<file path="config.mk">
export PLATFORM = sky130hd
export DESIGN_NAME = asp_port
export DESIGN_NICKNAME = d
export VERILOG_FILES = /design/src/rtl/asp_pkg.sv /design/src/rtl/asp_bitclk.sv /design/src/rtl/asp_port.sv /design/src/rtl/asp_sync.sv
export SDC_FILE = /design/constraint.sdc
export NUM_CORES = 1
export LEC_CHECK = 0
export ABC_CLOCK_PERIOD_IN_PS = 5600
export BUFFER_PORTS_ARGS = -buffer_cell sky130_fd_sc_hd__buf_2
export CAP_MARGIN = 40
export CORE_MARGIN = 2
export CORE_UTILIZATION = 45
export CTS_CLUSTER_SIZE = 8
export DETAILED_ROUTE_END_ITERATION = 12
export HOLD_SLACK_MARGIN = 0.06
export SLEW_MARGIN = 10
export SYNTH_ARGS = -nofsm -noshare
export SYNTH_HDL_FRONTEND = slang
export SYNTH_SLANG_ARGS = --single-unit
export TNS_END_PERCENT = 20
</file>
<file path="constraint.sdc">
create_clock -name CLOCK -period 5.6 [get_ports CLOCK]
set_input_delay 1.12 -clock CLOCK [delete_from_list [all_inputs] [get_ports CLOCK]]
set_output_delay 1.12 -clock CLOCK [all_outputs]
set_load 0.05 [all_outputs]
</file>
<file path="src/rtl/asp_pkg.sv">
// constants, register layouts and modes for the serial audio port control block
//
// What this block does
// RL1 - After reset release the port sits in configuration mode until software turns it on.
// RL2 - Writing the module-on bit to one moves the port from configuration into enabled mode.
// RL3 - Data flow is serviced by DMA requests or interrupts, and errors raise an interrupt.
// RL4 - Only two words are buffered, so each must be serviced once per system word period.
// RL5 - While turning off, the outside party keeps the bit clock running until idle shows.
// RL6 - On underflow or overflow the channel and system-word indices show the next position.
// RL7 - Software resynchronises with the two indices by skipping or padding samples.
// RL8 - With bit-clock direction at 0 the shift register runs from the bit-clock pin input.
// RL9 - With bit-clock direction at 1 the shift clock is the divided codec bit clock input.
// RL10 - In either direction the bit-clock pin output equals the shift register's bit clock.
// RL11 - Left and right received words share one 32-bit buffer, so overflow shifts slots.
// RL12 - Receive overflow sets the overflow flag and interrupt; writing 0 clears the flag.
// RL13 - After receive DMA overflow software turns module and DMA off, clears and restarts.
// RL14 - After module-on clears, the port ends the system word, stops and sets idle flag.
// RL15 - Once idle the port shows disabled mode until module-on is written to one again.
`default_nettype none

package asp_pkg;

  ////////////////////////////////////////////////////////////////////////////////
  // register offsets
  localparam logic [3:0] ADDR_CONTROL = 4'h0;
  localparam logic [3:0] ADDR_STATUS  = 4'h4;
  localparam logic [3:0] ADDR_TX_DATA = 4'h8;
  localparam logic [3:0] ADDR_RX_DATA = 4'hC;

  // reset values
  localparam logic [31:0] CONTROL_RESET = 32'h0000_0000;
  localparam logic [31:0] DATA_RESET    = 32'h0000_0000;

  // data word length codes; code 3 is treated as 32 bits too
  localparam logic [1:0] DWL_8  = 2'h0;
  localparam logic [1:0] DWL_16 = 2'h1;
  localparam logic [1:0] DWL_32 = 2'h2;

  // last bit position of a 32-bit system word
  localparam logic [4:0] SYSTEM_WORD_LAST = 5'h1F;

  ////////////////////////////////////////////////////////////////////////////////
  // operation modes
  typedef enum logic [1:0] {
    MODE_CONFIG,
    MODE_ENABLED,
    MODE_STOPPING,
    MODE_DISABLED
  } asp_mode_type;

  // control register layout
  typedef struct packed {
    logic [19:0] reserved;
    logic        data_irq_enable;
    logic        idle_irq_enable;
    logic        error_irq_enable;
    logic [2:0]  bit_clock_divider;
    logic [1:0]  data_word_length;
    logic        bit_clock_direction;
    logic        dma_request_on;
    logic        transmit;
    logic        module_on;
  } asp_control_type;

  // status register layout
  typedef struct packed {
    logic [20:0]  reserved;
    asp_mode_type mode;
    logic         system_word_index;
    logic [1:0]   channel_index;
    logic         rx_full;
    logic         tx_full;
    logic         dma_end_flag;
    logic         underflow_flag;
    logic         overflow_flag;
    logic         idle_flag;
  } asp_status_type;

endpackage : asp_pkg

`default_nettype wire

</file>
<file path="src/rtl/asp_bitclk.sv">
// bit clock selection and divider for the serial audio port
`default_nettype none

module asp_bitclk
  import asp_pkg::*;
#(
  parameter int DIV_WIDTH = 3
) (
  // clock and reset
  input  wire logic                 clock,
  input  wire logic                 rst,
  // synchronised clock sources
  input  wire logic                 pin_clock,
  input  wire logic                 codec_clock,
  // selection
  input  wire logic                 direction,
  input  wire logic [DIV_WIDTH-1:0] divider,
  // selected bit clock and its rising-edge pulse
  output var  logic                 bit_clock,
  output var  logic                 tick
);

  logic [DIV_WIDTH-1:0] div_count;
  logic [DIV_WIDTH-1:0] next_div_count;
  logic                 divided;
  logic                 next_divided;
  logic                 codec_last;
  logic                 codec_edge;
  logic                 next_clock;
  logic                 next_tick;

  ////////////////////////////////////////////////////////////////////////////////
  // divider counts codec edges, source select, edge detect
  always_comb begin
    next_div_count = div_count;
    next_divided   = divided;
    codec_edge     = codec_clock != codec_last;
    if (codec_edge) begin
      if (div_count >= divider) begin
        next_div_count = '0;
        next_divided   = ~divided;                      // [RL9]
      end else begin
        next_div_count = DIV_WIDTH'(div_count + 1'b1);
      end
    end
    next_clock = direction ? divided : pin_clock;       // [RL8] [RL9]
    next_tick  = next_clock & ~bit_clock;
  end

  // registers
  always_ff @(posedge clock) begin
    if (rst) begin
      div_count  <= '0;
      divided    <= 1'b0;
      codec_last <= 1'b0;
      bit_clock  <= 1'b0;
      tick       <= 1'b0;
    end else begin
      div_count  <= next_div_count;
      divided    <= next_divided;
      codec_last <= codec_clock;
      bit_clock  <= next_clock;
      tick       <= next_tick;
    end
  end

  ////////////////////////////////////////////////////////////////////////////////
  // checks
  a_slave_follow: assert property (@(posedge clock) disable iff (rst) // [RL8]
    !direction && !$past(direction) && $rose(pin_clock) |=> bit_clock && tick)
    else $error("slave bit clock did not follow the pin");

  a_master_divide: assert property (@(posedge clock) disable iff (rst) // [RL9]
    direction && codec_edge && div_count >= divider |=> divided != $past(divided)
      ##1 (bit_clock == $past(divided) || !$past(direction)))
    else $error("master divider did not toggle at the ratio");

endmodule // asp_bitclk

`default_nettype wire

</file>
<file path="src/rtl/asp_port.sv">
// serial audio port: mode control, data servicing, bit clock and error recovery
//
// The placing of the registers and the strobed register port were decided locally.
`default_nettype none

module asp_port
  import asp_pkg::*;
(
  // clock and reset
  input  wire logic        CLOCK,
  input  wire logic        RST,
  // register port
  input  wire logic [3:0]  ADDRESS,
  input  wire logic [31:0] WRITE_DATA,
  input  wire logic        WRITE_STROBE,
  input  wire logic        READ_STROBE,
  output var  logic [31:0] READ_DATA,
  // dma and interrupt
  output var  logic        DMA_TX_REQUEST,
  output var  logic        DMA_RX_REQUEST,
  input  wire logic        DMA_TRANSFER_END,
  output var  logic        IRQ,
  // clock pins
  input  wire logic        AUDIO_CODEC_BIT_CLOCK_IN,
  input  wire logic        BIT_CLOCK_PIN_IN,
  output var  logic        BIT_CLOCK_PIN_OUT,
  output var  logic        BIT_CLOCK_PIN_OE,
  // word select and data pins
  input  wire logic        WORD_SELECT_IN,
  output var  logic        WORD_SELECT_OUT,
  output var  logic        WORD_SELECT_OE,
  input  wire logic        SERIAL_DATA_IN,
  output var  logic        SERIAL_DATA_OUT,
  output var  logic        SERIAL_DATA_OE
);

  asp_control_type ctrl, next_ctrl, wr_ctrl;
  asp_status_type  status, wr_status;
  asp_mode_type    mode, next_mode;
  logic [2:0]      pins_s;
  logic            pin_clock_s, codec_clock_s, ws_s, sdi_s;
  logic            bit_clock, tick, shift_tick, active, entering;
  logic            ctrl_write, status_write, tx_write, rx_read;
  logic            idle, next_idle, ovf, next_ovf, unf, next_unf, dma_end, next_dma_end;
  logic [31:0]     tx_buf, next_tx_buf, rx_buf, next_rx_buf, shift, next_shift;
  logic [31:0]     loaded, src, rx_word, rx_mask;
  logic            tx_full, next_tx_full, rx_full, next_rx_full;
  logic [4:0]      bit_count, next_bit_count, eff_count, word_mask, tx_lead;
  logic            sys_index, next_sys_index, ws_last, next_ws_last, sdo, next_sdo;
  logic            frame_restart, word_start, word_end, sys_end, tx_load, rx_store;
  logic [1:0]      channel_index;
  logic [31:0]     next_read_data;

  ////////////////////////////////////////////////////////////////////////////////
  // pin synchronisers and bit clock
  asp_sync #(.WIDTH(3)) u_clk_sync (
    .clock    (CLOCK),
    .rst      (RST),
    .async_in ({BIT_CLOCK_PIN_IN, AUDIO_CODEC_BIT_CLOCK_IN, WORD_SELECT_IN}),
    .sync_out (pins_s)
  );

  asp_sync #(.WIDTH(1)) u_data_sync (
    .clock    (CLOCK),
    .rst      (RST),
    .async_in (SERIAL_DATA_IN),
    .sync_out (sdi_s)
  );

  assign pin_clock_s   = pins_s[2];
  assign codec_clock_s = pins_s[1];
  assign ws_s          = pins_s[0];

  asp_bitclk #(.DIV_WIDTH(3)) u_bitclk (
    .clock       (CLOCK),
    .rst         (RST),
    .pin_clock   (pin_clock_s),
    .codec_clock (codec_clock_s),
    .direction   (ctrl.bit_clock_direction),
    .divider     (ctrl.bit_clock_divider),
    .bit_clock   (bit_clock),
    .tick        (tick)
  );

  ////////////////////////////////////////////////////////////////////////////////
  // bus decode
  always_comb begin
    ctrl_write   = WRITE_STROBE && ADDRESS == ADDR_CONTROL;
    status_write = WRITE_STROBE && ADDRESS == ADDR_STATUS;
    tx_write     = WRITE_STROBE && ADDRESS == ADDR_TX_DATA;
    rx_read      = READ_STROBE && ADDRESS == ADDR_RX_DATA;
    wr_ctrl      = asp_control_type'(WRITE_DATA);
    wr_status    = asp_status_type'(WRITE_DATA);
  end

  ////////////////////////////////////////////////////////////////////////////////
  // control register and operation mode
  always_comb begin
    next_ctrl = ctrl;
    next_mode = mode;
    if (ctrl_write) begin
      next_ctrl          = wr_ctrl;
      next_ctrl.reserved = '0;
    end
    case (mode)
      MODE_CONFIG, MODE_DISABLED: begin
        if (ctrl_write && wr_ctrl.module_on) begin
          next_mode = MODE_ENABLED;                     // [RL1] [RL2] [RL15]
        end
      end
      MODE_ENABLED: begin
        if (!ctrl.module_on) begin
          next_mode = MODE_STOPPING;                    // [RL14]
        end
      end
      MODE_STOPPING: begin
        if (shift_tick && sys_end) begin
          next_mode = MODE_DISABLED;                    // [RL14] [RL5]
        end
      end
      default: next_mode = MODE_CONFIG;
    endcase
  end

  // control registers
  always_ff @(posedge CLOCK) begin
    if (RST) begin
      ctrl <= asp_control_type'(CONTROL_RESET);
      mode <= MODE_CONFIG;                              // [RL1]
    end else begin
      ctrl <= next_ctrl;
      mode <= next_mode;
    end
  end

  ////////////////////////////////////////////////////////////////////////////////
  // word geometry from the data word length
  always_comb begin
    case (ctrl.data_word_length)
      DWL_8: begin
        word_mask     = 5'h07;
        tx_lead       = 5'h18;
        rx_mask       = 32'h0000_00FF;
        channel_index = eff_count[4:3];
      end
      DWL_16: begin
        word_mask     = 5'h0F;
        tx_lead       = 5'h10;
        rx_mask       = 32'h0000_FFFF;
        channel_index = {1'b0, eff_count[4]};
      end
      default: begin
        word_mask     = 5'h1F;
        tx_lead       = 5'h00;
        rx_mask       = 32'hFFFF_FFFF;
        channel_index = 2'h0;
      end
    endcase
  end

  ////////////////////////////////////////////////////////////////////////////////
  // shift position, buffers and error flags
  always_comb begin
    active        = mode == MODE_ENABLED || mode == MODE_STOPPING;
    entering      = next_mode == MODE_ENABLED && mode != MODE_ENABLED;
    shift_tick    = active && tick;
    frame_restart = !ctrl.bit_clock_direction && ws_s != ws_last;
    eff_count     = frame_restart ? 5'h00 : bit_count;
    word_start    = (eff_count & word_mask) == 5'h00;
    word_end      = (eff_count & word_mask) == word_mask;
    sys_end       = eff_count == SYSTEM_WORD_LAST;
    tx_load       = shift_tick && ctrl.transmit && word_start;
    rx_store      = shift_tick && !ctrl.transmit && word_end;
    loaded        = tx_full ? tx_buf << tx_lead : DATA_RESET;
    src           = tx_load ? loaded : shift;
    rx_word       = {shift[30:0], sdi_s} & rx_mask;
    next_shift    = shift_tick ? {src[30:0], sdi_s} : shift;
    next_sdo      = (shift_tick && ctrl.transmit) ? src[31] : sdo;
    next_ws_last  = shift_tick ? ws_s : ws_last;
    next_bit_count = bit_count;
    next_sys_index = sys_index;
    if (entering) begin
      next_bit_count = 5'h00;
      next_sys_index = 1'b0;
    end else if (shift_tick) begin
      next_bit_count = 5'(eff_count + 1'b1);
      next_sys_index = ctrl.bit_clock_direction ? (sys_index ^ sys_end) : ws_s;
    end
    // two-word buffering: holding word plus shift register
    next_tx_buf  = tx_write ? WRITE_DATA : tx_buf;      // [RL4]
    next_tx_full = tx_write ? 1'b1 : (tx_load ? 1'b0 : tx_full);
    // one shared receive word; an unread word is replaced so channels slip
    next_rx_buf  = rx_store ? rx_word : rx_buf;         // [RL11]
    next_rx_full = rx_store ? 1'b1 : (rx_read ? 1'b0 : rx_full);
    // flags clear on written 0, a same-cycle event wins
    next_unf     = (status_write && !wr_status.underflow_flag) ? 1'b0 : unf;
    next_ovf     = (status_write && !wr_status.overflow_flag) ? 1'b0 : ovf;    // [RL12]
    next_dma_end = (status_write && !wr_status.dma_end_flag) ? 1'b0 : dma_end;
    next_idle    = (status_write && !wr_status.idle_flag) ? 1'b0 : idle;
    if (tx_load && !tx_full) begin
      next_unf = 1'b1;                                  // [RL3]
    end
    if (rx_store && rx_full && !rx_read) begin
      next_ovf = 1'b1;                                  // [RL12] [RL3]
    end
    if (DMA_TRANSFER_END) begin
      next_dma_end = 1'b1;                              // [RL3]
    end
    if (mode == MODE_STOPPING && shift_tick && sys_end) begin
      next_idle = 1'b1;                                 // [RL14]
    end
  end

  // datapath registers
  always_ff @(posedge CLOCK) begin
    if (RST) begin
      tx_buf    <= DATA_RESET;
      tx_full   <= 1'b0;
      rx_buf    <= DATA_RESET;
      rx_full   <= 1'b0;
      shift     <= DATA_RESET;
      bit_count <= 5'h00;
      sys_index <= 1'b0;
      ws_last   <= 1'b0;
      sdo       <= 1'b0;
      unf       <= 1'b0;
      ovf       <= 1'b0;
      dma_end   <= 1'b0;
      idle      <= 1'b0;
    end else begin
      tx_buf    <= next_tx_buf;
      tx_full   <= next_tx_full;
      rx_buf    <= next_rx_buf;
      rx_full   <= next_rx_full;
      shift     <= next_shift;
      bit_count <= next_bit_count;
      sys_index <= next_sys_index;
      ws_last   <= next_ws_last;
      sdo       <= next_sdo;
      unf       <= next_unf;
      ovf       <= next_ovf;
      dma_end   <= next_dma_end;
      idle      <= next_idle;
    end
  end

  ////////////////////////////////////////////////////////////////////////////////
  // status view and read data
  always_comb begin
    status                   = '0;
    status.mode              = mode;                    // [RL15]
    status.system_word_index = sys_index;               // [RL6]
    status.channel_index     = channel_index;           // [RL6]
    status.rx_full           = rx_full;
    status.tx_full           = tx_full;
    status.dma_end_flag      = dma_end;
    status.underflow_flag    = unf;
    status.overflow_flag     = ovf;
    status.idle_flag         = idle;
    next_read_data           = 32'h0000_0000;
    if (READ_STROBE) begin
      case (ADDRESS)
        ADDR_CONTROL: next_read_data = ctrl;
        ADDR_STATUS:  next_read_data = status;
        ADDR_TX_DATA: next_read_data = tx_buf;
        ADDR_RX_DATA: next_read_data = rx_buf;
        default:      next_read_data = 32'h0000_0000;
      endcase
    end
  end

  // read data register
  always_ff @(posedge CLOCK) begin
    if (RST) begin
      READ_DATA <= 32'h0000_0000;
    end else begin
      READ_DATA <= next_read_data;
    end
  end

  ////////////////////////////////////////////////////////////////////////////////
  // requests, interrupt and pins
  always_comb begin
    DMA_TX_REQUEST    = active && ctrl.dma_request_on && ctrl.transmit && !tx_full; // [RL3]
    DMA_RX_REQUEST    = active && ctrl.dma_request_on && !ctrl.transmit && rx_full;
    IRQ               = (ctrl.error_irq_enable && (ovf || unf || dma_end))          // [RL3]
                      || (ctrl.idle_irq_enable && idle)                             // [RL14]
                      || (ctrl.data_irq_enable && active && !ctrl.dma_request_on
                          && (ctrl.transmit ? !tx_full : rx_full));
    BIT_CLOCK_PIN_OUT = bit_clock;                      // [RL10]
    BIT_CLOCK_PIN_OE  = ctrl.bit_clock_direction;
    WORD_SELECT_OUT   = sys_index;
    WORD_SELECT_OE    = active && ctrl.bit_clock_direction;
    SERIAL_DATA_OUT   = sdo;
    SERIAL_DATA_OE    = active && ctrl.transmit;
  end

  ////////////////////////////////////////////////////////////////////////////////
  // checks
  a_reset_config: assert property (@(posedge CLOCK) // [RL1]
    $past(RST) && !RST |-> mode == MODE_CONFIG && !active)
    else $error("port not in configuration mode after reset");

  a_enable_entry: assert property (@(posedge CLOCK) disable iff (RST) // [RL2]
    (mode == MODE_CONFIG || mode == MODE_DISABLED) && ctrl_write && wr_ctrl.module_on
      |=> mode == MODE_ENABLED && bit_count == 5'h00)
    else $error("module-on write did not enable the port");

  a_underflow_set: assert property (@(posedge CLOCK) disable iff (RST) // [RL3]
    tx_load && !tx_full |=> unf && !sdo)
    else $error("empty transmit load did not flag underflow");

  a_tx_consume: assert property (@(posedge CLOCK) disable iff (RST) // [RL4]
    tx_load && tx_full && !tx_write |=> !tx_full && sdo == $past(loaded[31]))
    else $error("transmit word not moved into the shift register");

  a_rx_overwrite: assert property (@(posedge CLOCK) disable iff (RST) // [RL11]
    rx_store && rx_full && !rx_read |=> ovf && rx_buf == $past(rx_word))
    else $error("overflowing word did not take the shared slot");

  a_overflow_clear: assert property (@(posedge CLOCK) disable iff (RST) // [RL12]
    status_write && !wr_status.overflow_flag && !rx_store |=> !ovf)
    else $error("overflow flag not cleared by writing 0");

  a_stop_word: assert property (@(posedge CLOCK) disable iff (RST) // [RL14]
    mode == MODE_STOPPING && shift_tick && sys_end |=> mode == MODE_DISABLED && idle
      ##1 !SERIAL_DATA_OE)
    else $error("port did not go idle at the end of the system word");

  a_disabled_hold: assert property (@(posedge CLOCK) disable iff (RST) // [RL15]
    mode == MODE_DISABLED && !(ctrl_write && wr_ctrl.module_on) |=> mode == MODE_DISABLED)
    else $error("port left disabled mode without a module-on write");

  a_clock_pin: assert property (@(posedge CLOCK) disable iff (RST) // [RL10]
    tick |-> $rose(BIT_CLOCK_PIN_OUT))
    else $error("shift tick not matched by the bit-clock pin");

endmodule // asp_port

`default_nettype wire

</file>
<file path="src/rtl/asp_sync.sv">
// two-flop synchroniser for pin inputs
`default_nettype none

module asp_sync #(
  parameter int WIDTH = 1
) (
  // clock and reset
  input  wire logic             clock,
  input  wire logic             rst,
  // asynchronous inputs and their synchronised copies
  input  wire logic [WIDTH-1:0] async_in,
  output var  logic [WIDTH-1:0] sync_out
);

  logic [WIDTH-1:0] stage1;
  logic [WIDTH-1:0] stage2;

  ////////////////////////////////////////////////////////////////////////////////
  // first stage feeds only the second
  always_ff @(posedge clock) begin
    if (rst) begin
      stage1 <= '0;
      stage2 <= '0;
    end else begin
      stage1 <= async_in;
      stage2 <= stage1;
    end
  end

  assign sync_out = stage2;

endmodule // asp_sync

`default_nettype wire

</file>
==> flow_summary.toml <==
[synth]
synth-edff-count = 0
synth_cells = 816
synth_warnings = 0
async_flop_share = 0
ys_ff_latch = 171
ys.flop_type = "dfxtp_1"
synth.distinct_cells = 59
ys_seq_area_frac = 0.490
syn_nets = 871
syn_area_mm2 = 0.00698
synth_area_per_cell_um2 = 8.56

[worst_setup_path]
end_kind = "output port"
cp.buffers_inverters = 2
rr_startpoint = "mode[0]$_SDFF_PP0_"
start_kind = "register"
max_stage_delay_ns = 0.45
reg2reg_slack_ns = 2.81
crit_type = "register to output port"
cp.arrival_ns = 2.06
worstPathRequired_ns = 4.48
path_cells = "inv_1, ha_1, nor4bb_1, buf_2"
r2r-end = "rx_buf[23]$_SDFFE_PP0P_"
crit_path_start = "mode[0]$_SDFF_PP0_"
reg2reg_depth = 9
path_depth = 4
cp_top_family = "adder cells"
crit_end = "DMA_RX_REQUEST"
cpMaxStageDelayCell = "ha_1"
path_max_fanout = 10

[final_layout]
layout.nets = 923
area_delta_synth_final_pct = 14.2
diodes = 0
fin_cells = 1066
layout-drive-gt1-share = 0.172
nFillCells = 1423
regArea_mm2 = 0.00342
multi_input_area_mm2 = 0.00320

[timing]
skew_ns = 0.00803
max_freq_mhz = 314
relSlewSlack = 0.406
slew_viol_final = 0
final.min_clock_period_ns = 3.18
rsz0062_at_grt = "no"
period_share = 0.568
hold_viol = 0
tns_ns = 0
tightest_slew_ns = 0.890
fin_ws_ns = 2.42
hold-worst-slack_ns = 0.410
setup_violations = 0

[run_status]
outcome = "complete, no violations"

[clocking]
numCtsBuffers = 17
cts_buffer_depth = 2
cts.sink_count = 171
h-tree-depth = 4
path_clk_slew_ns = 0.06
clk_latency_ns = 0.43
cts_tree = "built"
postCtsSetupBuffers = 0
cts-root-buf = "clkbuf_16"
ctsHoldBuffers = 0
cts_resized = 0

[route]
drc_errors = 0
ant_nets = 0
first_pass_iters = 7
first_iter_violations = 519
via_count = 6138
totalWireLength_um = 19100
wl_per_cell_um = 17.9
vias_per_cell = 5.76

[run]
cap_violations = 0

[floorplanning]
row_count = 45
ios = 86
die_h_um = 129
die_width_um = 129
dieArea_mm2 = 0.0165
initial_utilization = 0.459
core_area_mm2 = 0.0152

[global_route]
grt_pass1_wl_um = 30500
antenna_found_initial = 0
grt_max_degree = 83
first_global_vias = 5768
globalRouteTotalUtil = 0.238
grt-ovfl-total = 0

[power_and_ir_drop]
total_leakage_power_uw = 0.00279
powerDensity_mw_per_mm2 = 306
ir_drop_uv = 228
p_total_uw = 2440

[worst_hold_path]
hold_path.class = "register to register"
holdCritStartpoint = "u_bitclk.bit_clock$_SDFF_PP0_"

[placed_design]
numPortBuffers = 85
place_ws_ns = 2.33
gp_routability_congestion = 0.819
dp_hpwl_um = 12600
dp_cells = 1037
[power breakdown]
group,switching (uW),internal [uW]
Clock,464,627
Combinational,68.4,36.4
Sequential,13.6,1230
[cells in the final DEF (no fill, tap or decap), drive strengths merged, types with 3 or more instances in the layout]
cell    Yosys  routed
a21oi     102     102
buf        26      98
a31oi       3       3
nor3       30      30
clkbuf     39      22
nand2b      3       3
o21ai      23      23
and2        5       5
nor2       58      58
a221oi     24      24
ha         10      10
clkinv      0       3
dfxtp     171     171
nor2b      15      15
a22oi      56      56
inv        12      13
nand2     158     158
mux2i      10      10
nand3      32      32
[sequential cells by signal, indices dropped and copies added (netlist names), 2 cells and up]
name                 flops
rx_buf                  32
ctrl                    11
bit_count                5
shift                   32
u_clk_sync.stage1        3
u_clk_sync.sync_out      3
tx_buf                  32
u_bitclk.div_count       3
READ_DATA               32
mode                     2
[synth_stat cells, types with 6 or more instances]
| master | number | share of area |
|---|---|---|
| o21ai_0 | 23 | 0.016 |
| nor2b_1 | 14 | 0.013 |
| clkbuf_1 | 39 | 0.021 |
| a21oi_1 | 102 | 0.073 |
| buf_6 | 7 | 0.011 |
| nor2_1 | 56 | 0.030 |
| mux2i_1 | 10 | 0.014 |
| a221oi_1 | 24 | 0.030 |
| nor3_1 | 26 | 0.019 |
| buf_2 | 13 | 0.0093 |
| nand2_2 | 6 | 0.0054 |
| nand3_1 | 31 | 0.022 |
| nand2_1 | 152 | 0.082 |
| ha_1 | 10 | 0.018 |
| dfxtp_1 | 171 | 0.49 |
| a22oi_1 | 56 | 0.060 |
| inv_1 | 12 | 0.0065 |
[through the flow]
step,util,area (um2)
6_report,0.525,7970
5_1_grt,0.525,7970
4_1_cts,0.525,7970
3_5_place_dp,0.489,7440
3_3_place_gp,0.488,7430
2_1_floorplan,-,6980
[layer usage]
layer  wire [um]  up-vias  GRT usage
li1            -     2964          -
met1        8530     2908      0.316
met2        8840      230      0.374
met3        1160       36     0.0532
met4         534        0      0.103
met5           0        -          0
[cell type report]
cell class              instances  share of cell area
flip-flops and latches        171               0.429
clock inverters                 7             0.00863
multi-input cells             568               0.402
well taps                     188              0.0295
clock buffers                  22              0.0582
repair buffers                 98              0.0668
inverters                      12             0.00565
[how the worst min path moves through the flow]
| stage | end | slack, ns | cells after the start |
|---|---|---|---|
| 6_report | u_bitclk.tick$_SDFF_PP0_ | 0.41 | 1 |
| 5_1_grt | u_bitclk.tick$_SDFF_PP0_ | 0.43 | 1 |
| 4_1_cts | u_bitclk.tick$_SDFF_PP0_ | 0.42 | 1 |
| 3_5_place_dp | u_bitclk.tick$_SDFF_PP0_ | 0.41 | 1 |
| 3_3_place_gp | u_bitclk.tick$_SDFF_PP0_ | 0.40 | 1 |
| 2_1_floorplan | u_clk_sync.sync_out[0]$_SDFF_PP0_ | 0.41 | 1 |
[cells by family (layout without fill, tap and decap cells)]
family	Yosys count	count (layout)	synth area share
and+or+nand+nor	316	316	0.208
AOI/OAI and AO/OA	226	226	0.207
DFF	171	171	0.490
buffers and inverters	77	139	0.0529
muxes	12	12	0.0176
adders and majority gates	10	10	0.0179
xor gates and xnor gates	4	4	0.00609
Power figures use the tool's default switching activity.
